`src/adcsq_pkg.sv`:
```
package adcsq_pkg;
   localparam int CLK_MHZ       = 50;
   localparam int DS_W          = 20;
   localparam int RES_W         = 5;
   localparam int DS_PRIME      = 3;
   localparam int DS_TAPS       = 4;
   localparam int DS_SETTLE     = 4;
   localparam int DS_TURBO_RES  = 17;
   localparam int DS_PERIOD_DEF = 64;
   localparam int SAR_N         = 2;
   localparam int SAR_W         = 12;
   localparam int SAR_TICKS     = 16;
   localparam int SAR_MAX_MHZ   = 16;
   localparam int SAR_DIV       = (CLK_MHZ + SAR_MAX_MHZ - 1) / SAR_MAX_MHZ;
   localparam int SAR_WAIT_US   = 10;
   localparam int SAR_WAIT_CYC  = SAR_WAIT_US * CLK_MHZ;
   localparam int WAIT_W        = $clog2(SAR_WAIT_CYC + 1);
   localparam int RES_DEF       = 16;

   localparam logic [7:0] ADR_CTRL   = 8'h00;
   localparam logic [7:0] ADR_STAT   = 8'h04;
   localparam logic [7:0] ADR_DS_RES = 8'h08;
   localparam logic [7:0] ADR_SAR    = 8'h0C;

   localparam int CB_DS_START = 0;
   localparam int CB_DS_STOP  = 1;
   localparam int CB_MODE     = 2;
   localparam int CB_MUX      = 4;
   localparam int CB_SAR_GO   = 5;
   localparam int CB_WAKE     = 7;
   localparam int CB_RES      = 8;
   localparam int CB_SINGLE   = 13;

   localparam int SB_DS_EOC   = 0;
   localparam int SB_DS_VALID = 1;
   localparam int SB_DS_BUSY  = 2;
   localparam int SB_SAR_EOC  = 3;
   localparam int SB_SAR_RDY  = 5;

   typedef enum logic [1:0] {
      ADCSQ_SINGLE,
      ADCSQ_MULTI,
      ADCSQ_CONT,
      ADCSQ_TURBO
   } adcsq_mode_t;
endpackage

```
`src/adcsq_if.sv`:
```
`timescale 1ns/1ps
`default_nettype none
interface adcsq_if;
   import adcsq_pkg::*;
   logic                            ds_start;
   logic                            ds_stop;
   logic                            ds_hw_start;
   logic                            ds_mux;
   logic                            ds_rd;
   adcsq_mode_t                     ds_mode;
   logic [RES_W-1:0]                ds_res;
   logic                            ds_eoc;
   logic                            ds_valid;
   logic                            ds_busy;
   logic [DS_W-1:0]                 ds_result;
   logic                            sar_tick;
   logic                            sar_wake;
   logic [SAR_N-1:0]                sar_start;
   logic [SAR_N-1:0]                sar_sof;
   logic [SAR_N-1:0]                sar_single;
   logic [SAR_N-1:0]                sar_rd;
   logic [SAR_N-1:0]                sar_eoc;
   logic [SAR_N-1:0]                sar_ready;
   logic [SAR_N-1:0][SAR_W-1:0]     sar_result;

   modport dev (
      input  ds_start, ds_stop, ds_hw_start, ds_mux, ds_rd, ds_mode, ds_res,
      input  sar_tick, sar_wake, sar_start, sar_sof, sar_single, sar_rd,
      output ds_eoc, ds_valid, ds_busy, ds_result, sar_eoc, sar_ready, sar_result
   );
   modport ctl (
      output ds_start, ds_stop, ds_hw_start, ds_mux, ds_rd, ds_mode, ds_res,
      output sar_tick, sar_wake, sar_start, sar_sof, sar_single, sar_rd,
      input  ds_eoc, ds_valid, ds_busy, ds_result, sar_eoc, sar_ready, sar_result
   );
endinterface
`default_nettype wire

```
`src/adcsq_sar.sv`:
```
`timescale 1ns/1ps
`default_nettype none
module adcsq_sar (
   input  wire logic                       mclk_i,
   input  wire logic                       nrst_i,
   input  wire logic                       ce_i,
   input  wire logic                       tick_i,
   input  wire logic                       go_i,
   input  wire logic                       cmp_i,
   output logic [adcsq_pkg::SAR_W-1:0]     dac_o,
   output logic [adcsq_pkg::SAR_W-1:0]     result_o,
   output logic                            done_o,
   output logic                            busy_o
);
   import adcsq_pkg::*;
   typedef enum logic [1:0] {S_IDLE, S_SAMP, S_CONV, S_TAIL} adcsq_sar_st_t;

   adcsq_sar_st_t    state;
   logic [3:0]       tick_cnt;
   logic [SAR_W-1:0] trial;
   logic [SAR_W-1:0] kept;

   // Drop the trial bit when the input sits below the DAC
   assign kept = cmp_i ? dac_o : (dac_o ^ trial);

   always_ff @(posedge mclk_i or negedge nrst_i) begin
      if (!nrst_i) begin
         state    <= S_IDLE;
         tick_cnt <= '0;
         trial    <= '0;
         dac_o    <= '0;
         result_o <= '0;
         done_o   <= 1'b0;
         busy_o   <= 1'b0;
      end else if (ce_i) begin
         done_o <= 1'b0;
         case (state)
            S_IDLE: begin
               if (go_i) begin
                  state    <= S_SAMP;
                  tick_cnt <= '0;
                  busy_o   <= 1'b1;
               end
            end
            S_SAMP: begin
               if (tick_i) begin
                  state    <= S_CONV;
                  tick_cnt <= tick_cnt + 4'h1;
                  trial    <= {1'b1, {(SAR_W-1){1'b0}}};
                  dac_o    <= {1'b1, {(SAR_W-1){1'b0}}};
               end
            end
            S_CONV: begin
               if (tick_i) begin
                  tick_cnt <= tick_cnt + 4'h1;
                  if (trial[0]) begin
                     result_o <= kept;
                     state    <= S_TAIL;
                  end else begin
                     trial <= trial >> 1;
                     dac_o <= kept | (trial >> 1);
                  end
               end
            end
            S_TAIL: begin
               if (tick_i) begin
                  if (tick_cnt == 4'(SAR_TICKS - 1)) begin
                     state  <= S_IDLE;
                     done_o <= 1'b1;
                     busy_o <= 1'b0;
                  end else begin
                     tick_cnt <= tick_cnt + 4'h1;
                  end
               end
            end
            default: state <= S_IDLE;
         endcase
      end
   end
endmodule
`default_nettype wire

```
`src/adcsq_dev.sv`:
```
`timescale 1ns/1ps
`default_nettype none
// Overview of operation
// Continuous: three priming periods, then each period
// Host avoids mux switching in continuous mode
// Multi-sample: reset and re-prime decimator per sample
// Multi-sample: next sample starts by itself
// Results readable by polling, interrupt or DMA
// Turbo at 8..16 bits equals multi-sample
// Turbo at 17..20 bits resets only once
// Hardware start input begins a conversion
// SAR converters give 12-bit results
// SAR bits decided MSB to LSB by search
// SAR clock sixteen per sample, max 16 MHz
// SAR starts on start bit or hardware start
// SAR hardware start optional, from clock or logic
// SAR waits 10 us after power-up or wake
// SAR done held until result read
// SAR done usable as interrupt or DMA request
// Single-conversion bit picks single_conversion_select or continuous
// Continuous SAR samples movable by DMA
// Delta-sigma done held until result read
// Delta-sigma started by start bit or input
// Data invalid until fourth sample after mux switch
// Mode field selects delta-sigma operating mode
module adcsq_dev #(
   parameter int DS_PERIOD = adcsq_pkg::DS_PERIOD_DEF
) (
   input  wire logic                                        mclk_i,
   input  wire logic                                        nrst_i,
   input  wire logic                                        ce_i,
   adcsq_if.dev                                             lnk,
   input  wire logic [adcsq_pkg::DS_W-1:0]                  ds_mod_i,
   input  wire logic [adcsq_pkg::SAR_N-1:0]                 sar_cmp_i,
   output logic [adcsq_pkg::SAR_N-1:0][adcsq_pkg::SAR_W-1:0] sar_dac_o
);
   import adcsq_pkg::*;
   typedef enum logic [1:0] {DS_IDLE, DS_FILL, DS_RUN} adcsq_ds_st_t;

   adcsq_ds_st_t      ds_state;
   logic [15:0]       per_cnt;
   logic [1:0]        prime_cnt;
   logic [2:0]        settle_cnt;
   logic [DS_W-1:0]   taps [DS_TAPS-1];
   logic [DS_W+1:0]   dec_sum;
   logic              ds_go;
   logic              per_tick;
   logic              turbo_hi;
   logic              re_prime;
   logic              res_evt;
   logic              dec_clr;

   assign ds_go    = lnk.ds_start | lnk.ds_hw_start;
   assign per_tick = (ds_state != DS_IDLE) && (per_cnt == 16'(DS_PERIOD - 1));
   assign turbo_hi = (lnk.ds_mode == ADCSQ_TURBO) && (lnk.ds_res >= RES_W'(DS_TURBO_RES));

   assign re_prime = (lnk.ds_mode == ADCSQ_MULTI) || ((lnk.ds_mode == ADCSQ_TURBO) && !turbo_hi);
   assign res_evt  = (ds_state == DS_RUN) && per_tick && !lnk.ds_stop;
   assign dec_clr  = ((ds_state == DS_IDLE) && ds_go) || (res_evt && re_prime);

   // Decimator output spans the new sample and the last three
   always_comb begin
      dec_sum = {2'b00, ds_mod_i};
      for (int i = 0; i < DS_TAPS - 1; i++) begin
         dec_sum = dec_sum + {2'b00, taps[i]};
      end
   end

   always_ff @(posedge mclk_i or negedge nrst_i) begin
      if (!nrst_i) begin
         per_cnt <= '0;
      end else if (ce_i) begin
         if (ds_state == DS_IDLE || per_tick) begin
            per_cnt <= '0;
         end else begin
            per_cnt <= per_cnt + 16'h0001;
         end
      end
   end

   // Mode sequencing
   always_ff @(posedge mclk_i or negedge nrst_i) begin
      if (!nrst_i) begin
         ds_state  <= DS_IDLE;
         prime_cnt <= '0;
      end else if (ce_i) begin
         if (lnk.ds_stop) begin
            ds_state <= DS_IDLE;
         end else begin
            case (ds_state)
               DS_IDLE: begin
                  if (ds_go) begin
                     ds_state  <= DS_FILL;
                     prime_cnt <= '0;
                  end
               end
               DS_FILL: begin
                  if (per_tick) begin
                     if (prime_cnt == 2'(DS_PRIME - 1)) begin
                        ds_state <= DS_RUN;
                     end else begin
                        prime_cnt <= prime_cnt + 2'h1;
                     end
                  end
               end
               DS_RUN: begin
                  if (per_tick) begin
                     case (lnk.ds_mode)
                        ADCSQ_SINGLE: ds_state <= DS_IDLE;
                        ADCSQ_CONT: ds_state <= DS_RUN;
                        default: begin
                           if (re_prime) begin
                              ds_state  <= DS_FILL;
                              prime_cnt <= '0;
                           end else begin
                              ds_state <= DS_RUN;
                           end
                        end
                     endcase
                  end
               end
               default: ds_state <= DS_IDLE;
            endcase
         end
      end
   end

   // Decimator history, one flop stage per past sample, three in all
   for (genvar t = 0; t < DS_TAPS - 1; t++) begin : g_tap
      always_ff @(posedge mclk_i or negedge nrst_i) begin
         if (!nrst_i) begin
            taps[t] <= '0;
         end else if (ce_i) begin
            if (dec_clr) begin
               taps[t] <= '0;
            end else if (per_tick) begin
               taps[t] <= (t == 0) ? ds_mod_i : taps[(t == 0) ? 0 : t - 1];
            end
         end
      end
   end

   always_ff @(posedge mclk_i or negedge nrst_i) begin
      if (!nrst_i) begin
         lnk.ds_eoc    <= 1'b0;
         lnk.ds_result <= '0;
         lnk.ds_busy   <= 1'b0;
      end else if (ce_i) begin
         lnk.ds_busy <= (ds_state != DS_IDLE);
         if (res_evt) begin
            lnk.ds_eoc    <= 1'b1;
            lnk.ds_result <= dec_sum[DS_W+1:2];
         end else if (lnk.ds_rd) begin
            lnk.ds_eoc <= 1'b0;
         end
      end
   end

   // Settling after an input switch
   always_ff @(posedge mclk_i or negedge nrst_i) begin
      if (!nrst_i) begin
         settle_cnt   <= '0;
         lnk.ds_valid <= 1'b0;
      end else if (ce_i) begin
         if (lnk.ds_mux) begin
            settle_cnt   <= '0;
            lnk.ds_valid <= 1'b0;
         end else begin
            if (per_tick && settle_cnt < 3'(DS_SETTLE)) begin
               settle_cnt <= settle_cnt + 3'h1;
            end
            lnk.ds_valid <= (settle_cnt >= 3'(DS_SETTLE));
         end
      end
   end

   // Successive-approximation channels
   for (genvar g = 0; g < SAR_N; g++) begin : g_sar
      logic [WAIT_W-1:0] wait_cnt;
      logic              run;
      logic              go;
      logic              done;
      logic              busy;
      logic              eoc;
      logic              rdy;
      logic [SAR_W-1:0]  res;
      logic [SAR_W-1:0]  eng_res;


      assign go = (wait_cnt == '0) && !lnk.sar_wake && !busy &&
                  (lnk.sar_start[g] || lnk.sar_sof[g] || (run && !lnk.sar_single[g]));

      always_ff @(posedge mclk_i or negedge nrst_i) begin
         if (!nrst_i) begin
            wait_cnt <= WAIT_W'(SAR_WAIT_CYC);
            rdy      <= 1'b0;
         end else if (ce_i) begin
            if (lnk.sar_wake) begin
               wait_cnt <= WAIT_W'(SAR_WAIT_CYC);
            end else if (wait_cnt != '0) begin
               wait_cnt <= wait_cnt - WAIT_W'(1);
            end
            rdy <= (wait_cnt == '0) && !lnk.sar_wake;
         end
      end

      always_ff @(posedge mclk_i or negedge nrst_i) begin
         if (!nrst_i) begin
            run <= 1'b0;
         end else if (ce_i) begin
            if (lnk.sar_single[g]) begin
               run <= 1'b0;
            end else if (lnk.sar_start[g] || lnk.sar_sof[g]) begin
               run <= 1'b1;
            end
         end
      end

      always_ff @(posedge mclk_i or negedge nrst_i) begin
         if (!nrst_i) begin
            eoc <= 1'b0;
            res <= '0;
         end else if (ce_i) begin
            if (done) begin
               eoc <= 1'b1;
               res <= eng_res;
            end else if (lnk.sar_rd[g]) begin
               eoc <= 1'b0;
            end
         end
      end

      assign lnk.sar_eoc[g]    = eoc;
      assign lnk.sar_ready[g]  = rdy;
      assign lnk.sar_result[g] = res;

      adcsq_sar u_sar (
         .mclk_i   (mclk_i),
         .nrst_i   (nrst_i),
         .ce_i     (ce_i),
         .tick_i   (lnk.sar_tick),
         .go_i     (go),
         .cmp_i    (sar_cmp_i[g]),
         .dac_o    (sar_dac_o[g]),
         .result_o (eng_res),
         .done_o   (done),
         .busy_o   (busy)
      );
   end
endmodule
`default_nettype wire

```
`src/flat_wrapper.sv`:
```
// flat-port wrapper written by rule: the top's interface ports become plain ports
module adcsq_dev_flat import adcsq_pkg::*;
#(
   parameter int DS_PERIOD = adcsq_pkg::DS_PERIOD_DEF
)
  (mclk_i, nrst_i, ce_i, ds_mod_i, sar_cmp_i, sar_dac_o, lnk_ds_start, lnk_ds_stop, lnk_ds_hw_start, lnk_ds_mux, lnk_ds_rd, lnk_ds_mode, lnk_ds_res, lnk_sar_tick, lnk_sar_wake, lnk_sar_start, lnk_sar_sof, lnk_sar_single, lnk_sar_rd, lnk_ds_eoc, lnk_ds_valid, lnk_ds_busy, lnk_ds_result, lnk_sar_eoc, lnk_sar_ready, lnk_sar_result);
  adcsq_if lnk_i ();
  input  wire logic mclk_i;
  input  wire logic nrst_i;
  input  wire logic ce_i;
  input  wire logic [adcsq_pkg::DS_W-1:0] ds_mod_i;
  input  wire logic [adcsq_pkg::SAR_N-1:0] sar_cmp_i;
  output logic [adcsq_pkg::SAR_N-1:0][adcsq_pkg::SAR_W-1:0] sar_dac_o;
  input wire logic [$bits(lnk_i.ds_start)-1:0] lnk_ds_start;
  input wire logic [$bits(lnk_i.ds_stop)-1:0] lnk_ds_stop;
  input wire logic [$bits(lnk_i.ds_hw_start)-1:0] lnk_ds_hw_start;
  input wire logic [$bits(lnk_i.ds_mux)-1:0] lnk_ds_mux;
  input wire logic [$bits(lnk_i.ds_rd)-1:0] lnk_ds_rd;
  input wire logic [$bits(lnk_i.ds_mode)-1:0] lnk_ds_mode;
  input wire logic [$bits(lnk_i.ds_res)-1:0] lnk_ds_res;
  input wire logic [$bits(lnk_i.sar_tick)-1:0] lnk_sar_tick;
  input wire logic [$bits(lnk_i.sar_wake)-1:0] lnk_sar_wake;
  input wire logic [$bits(lnk_i.sar_start)-1:0] lnk_sar_start;
  input wire logic [$bits(lnk_i.sar_sof)-1:0] lnk_sar_sof;
  input wire logic [$bits(lnk_i.sar_single)-1:0] lnk_sar_single;
  input wire logic [$bits(lnk_i.sar_rd)-1:0] lnk_sar_rd;
  output wire logic [$bits(lnk_i.ds_eoc)-1:0] lnk_ds_eoc;
  output wire logic [$bits(lnk_i.ds_valid)-1:0] lnk_ds_valid;
  output wire logic [$bits(lnk_i.ds_busy)-1:0] lnk_ds_busy;
  output wire logic [$bits(lnk_i.ds_result)-1:0] lnk_ds_result;
  output wire logic [$bits(lnk_i.sar_eoc)-1:0] lnk_sar_eoc;
  output wire logic [$bits(lnk_i.sar_ready)-1:0] lnk_sar_ready;
  output wire logic [$bits(lnk_i.sar_result)-1:0] lnk_sar_result;
  assign lnk_i.ds_start = lnk_ds_start;
  assign lnk_i.ds_stop = lnk_ds_stop;
  assign lnk_i.ds_hw_start = lnk_ds_hw_start;
  assign lnk_i.ds_mux = lnk_ds_mux;
  assign lnk_i.ds_rd = lnk_ds_rd;
  assign lnk_i.ds_mode = lnk_ds_mode;
  assign lnk_i.ds_res = lnk_ds_res;
  assign lnk_i.sar_tick = lnk_sar_tick;
  assign lnk_i.sar_wake = lnk_sar_wake;
  assign lnk_i.sar_start = lnk_sar_start;
  assign lnk_i.sar_sof = lnk_sar_sof;
  assign lnk_i.sar_single = lnk_sar_single;
  assign lnk_i.sar_rd = lnk_sar_rd;
  assign lnk_ds_eoc = lnk_i.ds_eoc;
  assign lnk_ds_valid = lnk_i.ds_valid;
  assign lnk_ds_busy = lnk_i.ds_busy;
  assign lnk_ds_result = lnk_i.ds_result;
  assign lnk_sar_eoc = lnk_i.sar_eoc;
  assign lnk_sar_ready = lnk_i.sar_ready;
  assign lnk_sar_result = lnk_i.sar_result;
  adcsq_dev #(.DS_PERIOD(DS_PERIOD)) u_core (.mclk_i(mclk_i), .nrst_i(nrst_i), .ce_i(ce_i), .lnk(lnk_i), .ds_mod_i(ds_mod_i), .sar_cmp_i(sar_cmp_i), .sar_dac_o(sar_dac_o));
endmodule
```
`config.mk`:
```
export PLATFORM = sky130hd
export DESIGN_NAME = adcsq_dev_flat
export DESIGN_NICKNAME = d
export VERILOG_FILES = /design/src/adcsq_pkg.sv /design/src/adcsq_if.sv /design/src/adcsq_sar.sv /design/src/adcsq_dev.sv /design/src/flat_wrapper.sv
export SDC_FILE = /design/constraint.sdc
export NUM_CORES = 1
export LEC_CHECK = 0
export BUFFER_PORTS_ARGS = -buffer_cell sky130_fd_sc_hd__buf_2
export CORE_UTILIZATION = 29
export CTS_BUF_LIST = sky130_fd_sc_hd__clkbuf_2
export DETAILED_ROUTE_END_ITERATION = 10
export GPL_ROUTABILITY_DRIVEN = 0
export PLACE_DENSITY_LB_ADDON = 0.08
export SLEW_MARGIN = 10
export SYNTH_ARGS = -nofsm -noshare
export SYNTH_HDL_FRONTEND = slang
export SYNTH_SLANG_ARGS = --single-unit
```
`constraint.sdc`:
```
create_clock -name mclk_i -period 8.6 [get_ports mclk_i]
set_input_delay 0.43 -clock mclk_i [delete_from_list [all_inputs] [get_ports mclk_i]]
set_output_delay 0.43 -clock mclk_i [all_outputs]
set_load 0.1 [all_outputs]
```
Word level (Yosys, flattened, before mapping)
Index checks and enable logic that the tools add are counted.
{ "totals": {"ff_bits": 242, "input_bits": 47, "output_inout_bits": 75, "elab_cells": 272} }
{ "op_classes": {"add_sub_neg": 10, "n_lt_le_gt_ge": 3, "n_eq_ne": 43, "muxes": 91, "bitwise_logic": 6, "reduce_logical": 82} }
{ "ops": {"columns": ["cell", "count"], "rows": [
  ["12-bit 2-to-1 mux", 11],
  ["20-bit 2-to-1 mux", 6],
  ["12-bit case mux with 2 select lines", 4],
  ["2-bit 2-to-1 mux", 23],
  ["22-bit by 20-bit adder with 22-bit output", 2],
  ["9-bit 2-to-1 mux", 4],
  ["5-bit AND reduction", 7],
  ["4-bit 2-to-1 mux", 8],
  ["2-bit inequality test (second input constant)", 16],
  ["2-bit nonzero test", 14],
  ["12-bit by 11-bit OR with 12-bit output", 2],
  ["4-bit case mux with 3 select lines", 2],
  ["2-bit AND reduction", 12],
  ["12-bit XOR", 2],
  ["1-bit 2-to-1 mux", 23],
  ["20-bit by 20-bit adder with 21-bit output", 1],
  ["9-bit zero test", 2],
  ["9-bit nonzero test", 2],
  ["9-bit by 1-bit subtractor with 9-bit output (second input constant)", 2],
  ["16-bit by 1-bit adder with 16-bit output (second input constant)", 1],
  ["16-bit by 6-bit equality test with 1-bit output (second input constant)", 1],
  ["2-bit equality test (second input constant)", 8],
  ["1-bit logical AND", 16],
  ["16-bit 2-to-1 mux", 1],
  ["25 further kinds", 65]
]} }

Logic depth before layout (Yosys ltp)
Gate-level depths: netlist of the first run.
{ "logic_depth": {"ltp_word": 10, "ltp_mapped": 20, "depth_no_buf": 19} }

Cells and area by module
A second synthesis of the first run with hierarchy kept.
{ "unflattened": {"cells_unflattened": 1244, "area_unflattened_um2": 13052.5} }
{ "modules_own_cells": {"columns": ["mod", "instances", "cells_each", "area_each_um2", "seq_area_each_um2"], "rows": [
  ["adcsq_dev", 1, 816, 8533.2, 3868.7],
  ["adcsq_sar", 2, 214, 2259.7, 1101.1]
]} }

Least setup slack after synthesis of the first run
OpenSTA, ideal clock, no wires.
{ "synth_timing": {"kind": "input to register", "start": "in ds_mod_i[0] in the netlist's numbering", "end": "reg u_core.lnk.ds_result[18]", "setup_time_ns": 0.125, "arrival_ns": 4.662, "required_ns": 8.475, "slack_ns": 3.814, "path_stages": 20, "path_buffers": 1, "cell_sequence": "ha_1 -> fa_1 -> a21o_1 -> a21oi_1 -> o211ai_1 -> a311oi_1 -> o21bai_1 -> a21o_1 -> xnor2_1 -> fa_1 -> inv_1 -> ha_1 -> clkbuf_1 -> o21ai_0 -> o21bai_1 -> a211oi_1 -> o21a_1 -> mux2_2 -> a41oi_1 -> nand2_1"} }
{ "synth_between": {"elab_chain_cells": 3} }
{ "synth_rtl": {"columns": ["item", "line", "rtl"], "rows": [
  ["start, declared", "flat_wrapper.sv:11", "input wire logic [adcsq_pkg::DS_W-1:0] ds_mod_i;"],
  ["20-bit by 20-bit adder with 21-bit output", "adcsq_dev.sv:65", "dec_sum = dec_sum + {2'b00, taps[i]};"],
  ["22-bit by 20-bit adder with 22-bit output (2 in a row)", "adcsq_dev.sv:65", null],
  ["end signal, assigned", "adcsq_dev.sv:152", "lnk.ds_result <= dec_sum[DS_W+1:2];"],
  ["end, declared", "adcsq_if.sv:29", "output ds_eoc, ds_valid, ds_busy, ds_result, sar_eoc, sar_ready, sar_result"]
]} }
No other way between the ends.
A chain may end at the register's enable or synchronous reset.

Final worst setup path of the first run
{ "layout_timing": {"start": "reg u_core.taps[40] in the netlist's numbering", "end": "reg u_core.lnk.ds_result[18]"} }
{ "layout_between": {"elab_chain_cells": 3} }
{ "layout_rtl": {"columns": ["item", "line", "rtl"], "rows": [
  ["start, declared", "adcsq_dev.sv:44", "logic [DS_W-1:0] taps [DS_TAPS-1];"],
  ["start signal, assigned by index", "adcsq_dev.sv:137", "taps[t] <= (t == 0) ? ds_mod_i : taps[(t == 0) ? 0 : t - 1];"],
  ["20-bit by 20-bit adder with 21-bit output", "adcsq_dev.sv:65", null],
  ["22-bit by 20-bit adder with 22-bit output (2 in a row)", "adcsq_dev.sv:65", null]
]} }
No other way between the ends.

==> flow_summary.json, run 1 <==
{
  "status": "finished clean",
  "leakagePower_nw": 7.466,
  "cts_hold_buf": 42,
  "num_io_pins": 122,
  "pre_cts_ws_ns": 3.183,
  "max_cap_viol_count": 0,
  "fp.dieW_um": 213.4,
  "fin_util_pct": 34.57,
  "yosysTopAreaCellShare_pct": 44.40,
  "cts_tree": "yes",
  "layout_commonest_cell": "dfrtp_1",
  "clock-sinks": 242,
  "grt_max_degree": 67,
  "critPathMaxFanout": 9,
  "ant_nets": 0,
  "post_drt_via_cell_ratio": 4.668,
  "cts_buffer_depth": 3,
  "clock_skew_ns": 0.06244,
  "placementRows": 77,
  "grt_pass1_wl_um": 52170,
  "fillerInstances": 4651,
  "critical_path.startpoint_type": "flop",
  "hold_viol": 0,
  "cts_resized": 0,
  "die_area_um2": 45550,
  "stdcell_area_um2": 15260,
  "synth_edf_count": 0,
  "syn-mean-instance-area_um2": 9.872,
  "grt_overflow": 0,
  "syn2layout_area_growth_pct": 17.69,
  "ys_top_cells_by_area": "dfrtp_1 44%, a22o_1 5.6%, ha_1 5.3%, o21ai_0 4.7%, inv_1 3.4%",
  "core_area_um2": 44120,
  "fin_crit_sh_pct": 61.59,
  "grt_pass1_vias": 10052,
  "synthesis.area_um2": 12960,
  "initial_utilization_pct": 29.38,
  "fmax_ghz": 0.1888,
  "hpwl_um": 21430,
  "setup-violations-final": 0,
  "synth_top_cell_by_area": "dfrtp_1",
  "first_pass_iters": 5,
  "syn_inst": 1313,
  "routedWlPerCell_um": 14.78,
  "cts_setup_buffers": 0,
  "drtIter0Drc": 427,
  "met1_usage_pct": 18.94,
  "die_y_um": 213.4,
  "drv_slew": 0,
  "htreeDepth": 3,
  "critPathKind": "reg2reg",
  "cts.clk_slew.worst_paths_ns": 0.10,
  "cts_buffers": 73,
  "fin_ws_ns": 3.303,
  "regToRegSetupSlack_ns": 3.30,
  "relSlewSlack_pct": 26.55,
  "critPathRequiredTime_ns": 9.41,
  "arrival_ns": 6.11,
  "ys_ff_latch": 242,
  "grt.busiest_layer": "met2",
  "routed-via-count": 10018,
  "met3_usage_pct": 3.910,
  "drt-total-wl_um": 31710,
  "worst_pin_slew_ns": 1.101,
  "rsz0062_at_grt": "no",
  "critPathCaptureType": "flop",
  "io_buffers": 121,
  "synthDistinctLibCells": 67,
  "clk_latency_ns": 0.97,
  "drive_gt1_share_pct": 19.41,
  "grt_use_met2_pct": 22.49,
  "vdd_ir_drop_max_mv": 0.1217,
  "layout.nets": 1625,
  "async_flop_share_pct": 100.0,
  "ys_warn_count": 0,
  "synthFlopType": "dfrtp_1",
  "tns_ns": 0,
  "hold_path.class": "in2reg",
  "final_cell_mix": "230 x dfrtp_1, 123 x o21ai_0, 120 x buf_2",
  "whs_ns": 0.1768,
  "finalCriticalPeriod_ns": 5.297,
  "place_area_um2": 14170,
  "cts_root_buf": "clkbuf_2",
  "antenna_found_initial": 2,
  "drcViolationCount": 0,
  "grt.total_usage_pct": 14.45,
  "yosysSeqAreaShare_pct": 46.83,
  "syn_nets": 1436,
  "power-per-cell-area_nw_per_um2": 190.8
}
-- power by group --
group	switching, mW	internal (mW)
clock network	0.518	0.375
logic	0.465	0.235
registers	0.0841	1.23
total	1.07	1.84
-- synthesized netlist by cell type, drive strengths merged, types with 4 or more instances --
library cell,instances
a21oi,81
a211oi,5
o21bai,8
or3,6
ha,55
nor2b,6
nand2b,27
nand4,10
and4,6
xor2,29
mux2,30
or4,4
a21o,24
nand3,25
a22oi,4
and3,7
nor2,83
inv,119
nor3,14
o21ai,123
dfrtp,230
fa,21
xnor2,50
o22ai,4
buf,11
a31oi,5
dfstp,12
a22o,83
nor4,13
clkbuf,45
nand2,114
o211ai,11
o31ai,7
-- worst paths after layout --
check,startpoint,end,cells after the start
min reg2reg,u_core.g_sar[0].eoc,u_core.g_sar[0].eoc,2
min in group asynchronous,nrst_i,u_core.g_sar[0].wait_cnt[6],3
max,u_core.taps[40],u_core.lnk.ds_result[18],19
max in group asynchronous,nrst_i,u_core.taps[47],5
max reg2reg,u_core.taps[40],u_core.lnk.ds_result[18],19
min,lnk_sar_start[0],u_core.g_sar[0].u_sar.state[0],6
-- worst max-delay path, cell delays in order, from the launching register on --
cell      delay, ns
dfrtp_1        0.41
ha_1           0.23
fa_1           0.44
a21o_1         0.18
a21oi_1        0.29
o211ai_1       0.24
a311oi_1       0.60
o21bai_1       0.11
a21o_1         0.21
xnor2_1        0.15
fa_1           0.54
inv_1          0.04
ha_1           0.40
o21ai_0        0.20
o21bai_1       0.09
a211oi_1       0.27
o21a_1         0.20
mux2_2         0.33
a41oi_1        0.15
nand2_1        0.06
-- metal layers --
| metal | share of wire [%] | vias to the layer above |
|---|---|---|
| li1 | - | 5025 |
| met4 | 2.8 | 0 |
| met1 | 48 | 4766 |
| met3 | 4.1 | 74 |
| met2 | 45 | 153 |
| met5 | 0 | - |
-- per-stage QoR --
step,power (mW),instances
finish,2.910,2146
detailed placement,2.031,1977
global placement,2.029,1977
floorplan,1.856,1313
CTS,2.991,2143
global route,3.132,2146
-- cell families after synthesis --
family / Yosys count / synth area share [%]
multiplexers: 32 / 2.790
adder cells (fa/ha/maj): 76 / 8.552
flip-flops: 242 / 46.83
AO/OA/AOI/OAI: 383 / 19.36
buffers and inverters: 176 / 5.222
AND/OR/NAND/NOR: 325 / 11.90
XOR/XNOR: 79 / 5.338
-- area by class of cell --
class                           instances  area, um^2  area share, %
Multi-Input combinational cell        895        6245          40.93
Sequential cell                       242        6071          39.79
Timing Repair Buffer                  170        1106          7.250
Tap cell                              592       740.7          4.855
Clock buffer                          115       575.6          3.773
Inverter                              120       450.4          2.953
Clock inverter                          9       60.06         0.3937
Antenna cell                            3       7.507        0.04921
-- flip-flops by register name, indices dropped and copies added, names as in the netlist, 8 cells and up --
| signal | cells |
|---|---|
| u_core.g_sar.res | 24 |
| u_core.g_sar.u_sar.dac_o | 24 |
| u_core.g_sar.u_sar.result_o | 24 |
| u_core.g_sar.u_sar.tick_cnt | 8 |
| u_core.g_sar.u_sar.trial | 24 |
| u_core.g_sar.wait_cnt | 18 |
| u_core.lnk.ds_result | 20 |
| u_core.per_cnt | 16 |
| u_core.taps | 60 |
Power figures use the tool's default switching activity.
==> inputs of run 2 (changes only) <==
- clock period: 8.6 -> 4.5 ns (I/O delays scaled with it)
==> run 2 against run 1 <==
Net effect: cell area increased by 6.0%; non-clock buffer count increased by 82; setup slack worse by 3.1 ns; maximum frequency increased by 22%; global-route usage rose by 0.60 points; via count up 4.3%; first-iteration DRC count increased by 14%; register-to-register slack got worse by 3.1 ns; clock-buffer cell count decreased by 10; final cell count increased by 3.9%; critical endpoint unchanged; highest routed layer unchanged.
==> flow_summary.json, run 2 (same netlist as run 1, synthesis figures left out) <==
{
  "status": "finished clean",
  "wl_met1_um": 15730,
  "cts_buffers": 74,
  "top_layer_used": "met4",
  "grt_pass1_vias": 10343,
  "power-per-cell-area_nw_per_um2": 342.8,
  "hold_path.class": "in2reg",
  "reg2reg_to": "u_core.lnk.ds_result[18]",
  "critPathRequiredTime_ns": 5.36,
  "cts_tree": "yes",
  "met2_wirelength_um": 15160,
  "die_area_um2": 45550,
  "fillerInstances": 4631,
  "htreeDepth": 3,
  "critPathMaxFanout": 4,
  "clock-sinks": 242,
  "fin_cells": 2230,
  "initial_utilization_pct": 29.38,
  "regToRegSetupSlack_ns": 0.16,
  "first_pass_iters": 4,
  "drt-total-wl_um": 33210,
  "clock_skew_ns": 0.07037,
  "leakagePower_nw": 7.843,
  "hold_depth": 4,
  "vdd_ir_drop_max_mv": 0.2077,
  "hpwl_um": 22000,
  "critical_path.startpoint_type": "flop",
  "pre_cts_ws_ns": -0.07337,
  "fin_ws_ns": 0.1550,
  "fin_util_pct": 36.65,
  "post_drt_via_cell_ratio": 4.686,
  "core_area_um2": 44120,
  "dp_cells": 2003,
  "worst_pin_slew_ns": 1.109,
  "cts.clk_slew.worst_paths_ns": 0.09,
  "fp.dieW_um": 213.4,
  "met3_length_um": 1329,
  "drtIter0Drc": 487,
  "rsz0062_at_grt": "yes",
  "clk_latency_ns": 0.98,
  "fin_crit_sh_pct": 96.55,
  "ant_nets": 0,
  "grt_pass1_wl_um": 54230,
  "largest_reg_flops": 60,
  "tns_ns": 0,
  "die_y_um": 213.4,
  "r2r-start": "u_core.taps[40]",
  "max_cap_viol_count": 0,
  "top_register": "u_core.taps",
  "cts_buffer_depth": 3,
  "grt.total_usage_pct": 15.05,
  "drive_gt1_share_pct": 22.45,
  "final_cell_mix": "230 x dfrtp_1, 120 x buf_2, 117 x inv_1",
  "routedWlPerCell_um": 14.89,
  "finalPower_mw": 5.544,
  "cts_root_buf": "clkbuf_2",
  "syn2layout_area_growth_pct": 24.77,
  "critPathKind": "reg2reg",
  "drv_slew": 0,
  "placementRows": 77,
  "layout_commonest_cell": "dfrtp_1",
  "setup-violations-final": 0,
  "antenna_found_initial": 2,
  "fmax_ghz": 0.2302,
  "arrival_ns": 5.21,
  "critPathCaptureType": "flop",
  "routed-via-count": 10449,
  "num_io_pins": 122,
  "min_to": "u_core.g_sar[1].run",
  "grt_max_degree": 111,
  "hp-start": "lnk_sar_sof[1]",
  "grt_overflow": 0,
  "layout.nets": 1708,
  "drcViolationCount": 0,
  "reg2reg_depth": 19,
  "io_buffers": 121,
  "relSlewSlack_pct": 26.01,
  "hold_viol": 0,
  "finalCriticalPeriod_ns": 4.345
}
==> run 2: area by class of cell <==
class / instances / area, um^2 / area share, %
clock inverter: 21 / 80.08 / 0.4951
antenna: 3 / 7.507 / 0.04642
sequential: 242 / 6071 / 37.54
tap: 592 / 740.7 / 4.580
inverter: 120 / 450.4 / 2.785
multi-input combinational: 895 / 6440 / 39.82
clock buffer: 105 / 525.5 / 3.249
timing repair buffer: 252 / 1858 / 11.49
==> run 2: worst max path at each step <==
| stage | from | endpoint | slack [ns] | cells after the start |
|---|---|---|---|---|
| 4_1_cts | u_core.taps[40] | u_core.lnk.ds_result[17] | -0.005 | 19 |
| 2_1_floorplan | u_core.taps[40] | u_core.lnk.ds_result[18] | 0.03 | 20 |
| 5_1_grt | u_core.taps[40] | u_core.lnk.ds_result[18] | -0.12 | 19 |
| 3_5_place_dp | u_core.taps[40] | u_core.lnk.ds_result[18] | -0.07 | 19 |
| 3_3_place_gp | u_core.taps[40] | u_core.lnk.ds_result[18] | -0.03 | 19 |
| 6_report | u_core.taps[40] | u_core.lnk.ds_result[18] | 0.16 | 19 |
==> run 2: routing by layer <==
layer  track usage (%)  vias up
met5                 0        -
met4             6.404        0
met3             3.808       85
met2             23.34      179
met1             19.85     4999
li1                  -     5186
==> run 2: stage by stage <==
| step | hold WS (ns) | area [um^2] |
|---|---|---|
| finish | 0.2169 | 16170 |
| detailed placement | 0.2928 | 14390 |
| CTS | 0.01176 | 15910 |
| global route | 0.1205 | 16170 |
| floorplan | -0.07059 | 12980 |
| global placement | 0.2991 | 14390 |
==> run 2: report_power, final <==
part,internal [mW],switching [mW],total [mW]
registers,2.36,0.160,2.52
clock network,0.620,1.02,1.64
logic,0.483,0.903,1.39
total,3.46,2.08,5.54
==> run 2: timing repair <==
item / in CTS / in global routing
pin swaps: 5 / 31
hold endpoints to repair: 385 / 0
hold buffers: 87 / 0
gates resized for setup: 2 / 46
endpoints found under the setup margin: 3 / 9
buffers inserted: 3 / 8
==> run 2: critical path: stages (launching register included) <==
cell and delay (ns):
dfrtp_1 0.41, ha_4 0.17, fa_2 0.36, a21o_1 0.18, a21oi_2 0.16, o211ai_1 0.15, a311oi_2 0.42, o21bai_1 0.12
a21o_1 0.19, xnor2_2 0.13, fa_1 0.50, inv_2 0.05, ha_4 0.17, a211oi_1 0.19, o21bai_1 0.11, a211oi_2 0.22
o21a_1 0.17, mux2_4 0.31, a41oi_2 0.15, nand2_1 0.07
==> inputs of run 3 (changes only) <==
- PLACE_DENSITY: default -> 0.55
- PLACE_DENSITY_LB_ADDON: 0.08 -> default
==> run 3 against run 2 <==
Net effect: clock power up 11%; critical path depth stayed put; setup slack lost 0.087 ns; worst hold slack worse by 0.075 ns; first-iteration DRC count increased by 1.8%; critical path type unchanged; highest routed layer unchanged.
==> flow_summary.json, run 3 (same netlist as run 1, synthesis figures left out) <==
{
  "ant_nets": 0,
  "fin_util_pct": 36.75,
  "grt_max_degree": 117,
  "cts_buffer_depth": 3,
  "power.internal_mw": 3.683,
  "fin_ws_ns": 0.06793,
  "post_drt_via_cell_ratio": 4.729,
  "relSlewSlack_pct": 35.63,
  "pre_cts_ws_ns": -0.01585,
  "leakagePower_nw": 7.865,
  "die_y_um": 213.4,
  "status": "finished clean",
  "pwr-share-seq_pct": 43.9,
  "clock-sinks": 242,
  "core_area_um2": 44120,
  "crit_slowest_cell": "fa_1",
  "fmax_ghz": 0.2256,
  "placementRows": 77,
  "drv_slew": 0,
  "place_area_um2": 14350,
  "clock_skew_ns": 0.09628,
  "pwr-share-clk_pct": 31.8,
  "stdcell_area_um2": 16220,
  "fp.dieW_um": 213.4,
  "drcViolationCount": 0,
  "max_cap_viol_count": 0,
  "critPathCaptureType": "flop",
  "top_layer_used": "met4",
  "layout_commonest_cell": "dfrtp_1",
  "tns_ns": 0,
  "arrival_ns": 5.32,
  "cts.clk_slew.worst_paths_ns": 0.10,
  "grt.total_usage_pct": 14.45,
  "routedWlPerCell_um": 14.50,
  "finalCriticalPeriod_ns": 4.432,
  "htreeDepth": 3,
  "routed-via-count": 10498,
  "swShare_pct": 35.72,
  "rsz0062_at_grt": "yes",
  "fin_cells": 2220,
  "worst_pin_slew_ns": 0.9656,
  "grt_pass1_wl_um": 52520,
  "p_switching_mw": 2.046,
  "whs_ns": 0.1419,
  "cts_root_buf": "clkbuf_2",
  "final_cell_mix": "230 x dfrtp_1, 120 x o21ai_0, 120 x buf_2",
  "wl_met1_um": 14860,
  "num_io_pins": 122,
  "dp_cells": 1998,
  "cts_tree": "yes",
  "initial_utilization_pct": 29.38,
  "critPathKind": "reg2reg",
  "setup-violations-final": 0,
  "path_cells": "ha_4, fa_2, a21o_1, a21oi_2, o211ai_1, a311oi_2, o21bai_1, a21o_1, xnor2_2, fa_1, inv_2, ha_4, a211oi_2, o21bai_1, a211oi_1, o21a_1, mux2_4, a41oi_2, nand2_1",
  "finalPower_mw": 5.729,
  "first_pass_iters": 5,
  "fin_crit_sh_pct": 98.49,
  "layout.nets": 1702,
  "power-per-cell-area_nw_per_um2": 353.3,
  "hold_viol": 0,
  "top_register": "u_core.taps",
  "largest_reg_flops": 60,
  "grt_pass1_vias": 10578,
  "drive_gt1_share_pct": 21.70,
  "io_buffers": 121,
  "vdd_ir_drop_max_mv": 0.1993,
  "hold_path.class": "in2reg",
  "die_area_um2": 45550,
  "critical_path.startpoint_type": "flop",
  "drt-total-wl_um": 32190,
  "antenna_found_initial": 2,
  "met3_length_um": 1411,
  "syn2layout_area_growth_pct": 25.10,
  "pwr-share-comb_pct": 24.3,
  "met2_wirelength_um": 14980,
  "grt_overflow": 0,
  "clk_latency_ns": 1.03,
  "critPathRequiredTime_ns": 5.39,
  "drtIter0Drc": 496,
  "fillerInstances": 4526,
  "cpPeakStageDelay_ns": 0.50,
  "hpwl_um": 21280,
  "critPathMaxFanout": 4,
  "cts_buffers": 73
}
-- run 3: per-layer routing --
metal	GRT usage (%)	up-vias
li1	-	5169
met1	18.55	5059
met2	22.77	199
met3	3.515	71
met4	6.946	0
met5	0	-
-- run 3: final timing paths --
check / startpoint / to / slack, ns / depth (start not counted)
max reg2reg: u_core.taps[40] / u_core.lnk.ds_result[18] / 0.07 / 19
min in group asynchronous: nrst_i / u_core.lnk.ds_result[8] / 0.43 / 4
min: lnk_sar_wake / u_core.g_sar[1].wait_cnt[6] / 0.14 / 4
max in group asynchronous: nrst_i / u_core.lnk.ds_result[10] / 3.52 / 4
min reg2reg: u_core.g_sar[1].u_sar.result_o[11] / u_core.g_sar[1].u_sar.result_o[11] / 0.48 / 2
max: u_core.taps[40] / u_core.lnk.ds_result[18] / 0.07 / 19
-- run 3: power groups by stage --
stage	clock, mW	sequential, mW	combinational, mW
6_report	1.82	2.52	1.39
4_1_cts	1.93	2.52	1.39
5_1_grt	2.04	2.55	1.55
3_5_place_dp	0	2.56	1.32
3_3_place_gp	0	2.55	1.29
2_1_floorplan	0	2.70	0.849
-- run 3: cell type report --
cell class	count	area [um^2]	share of cell area, %
tap	592	740.7	4.568
timing repair buffer	247	1828	11.27
inverter	120	450.4	2.778
clock inverter	13	153.9	0.9491
antenna	6	15.01	0.09259
multi-input combinational	895	6431	39.66
sequential	242	6071	37.44
clock buffer	105	525.5	3.241
-- run 3: critical path: cells and delay by family, from the launching register on --
kind                       cells  cell delay [ns]
adders and majority gates      4             1.24
and+or+nand+nor                1             0.07
xor gates and xnor gates       1             0.14
DFF                            1             0.42
buffers and inverters          1             0.05
muxes                          1             0.31
AOI/OAI and AO/OA             11             2.13
-- run 3: what timing repair did --
item	4_1_cts	5_1_grt
pin swaps	1	37
endpoints found under the hold margin	309	0
resized for setup	0	39
setup buffers	0	5
setup endpoints to repair	2	8
hold buffers	93	0
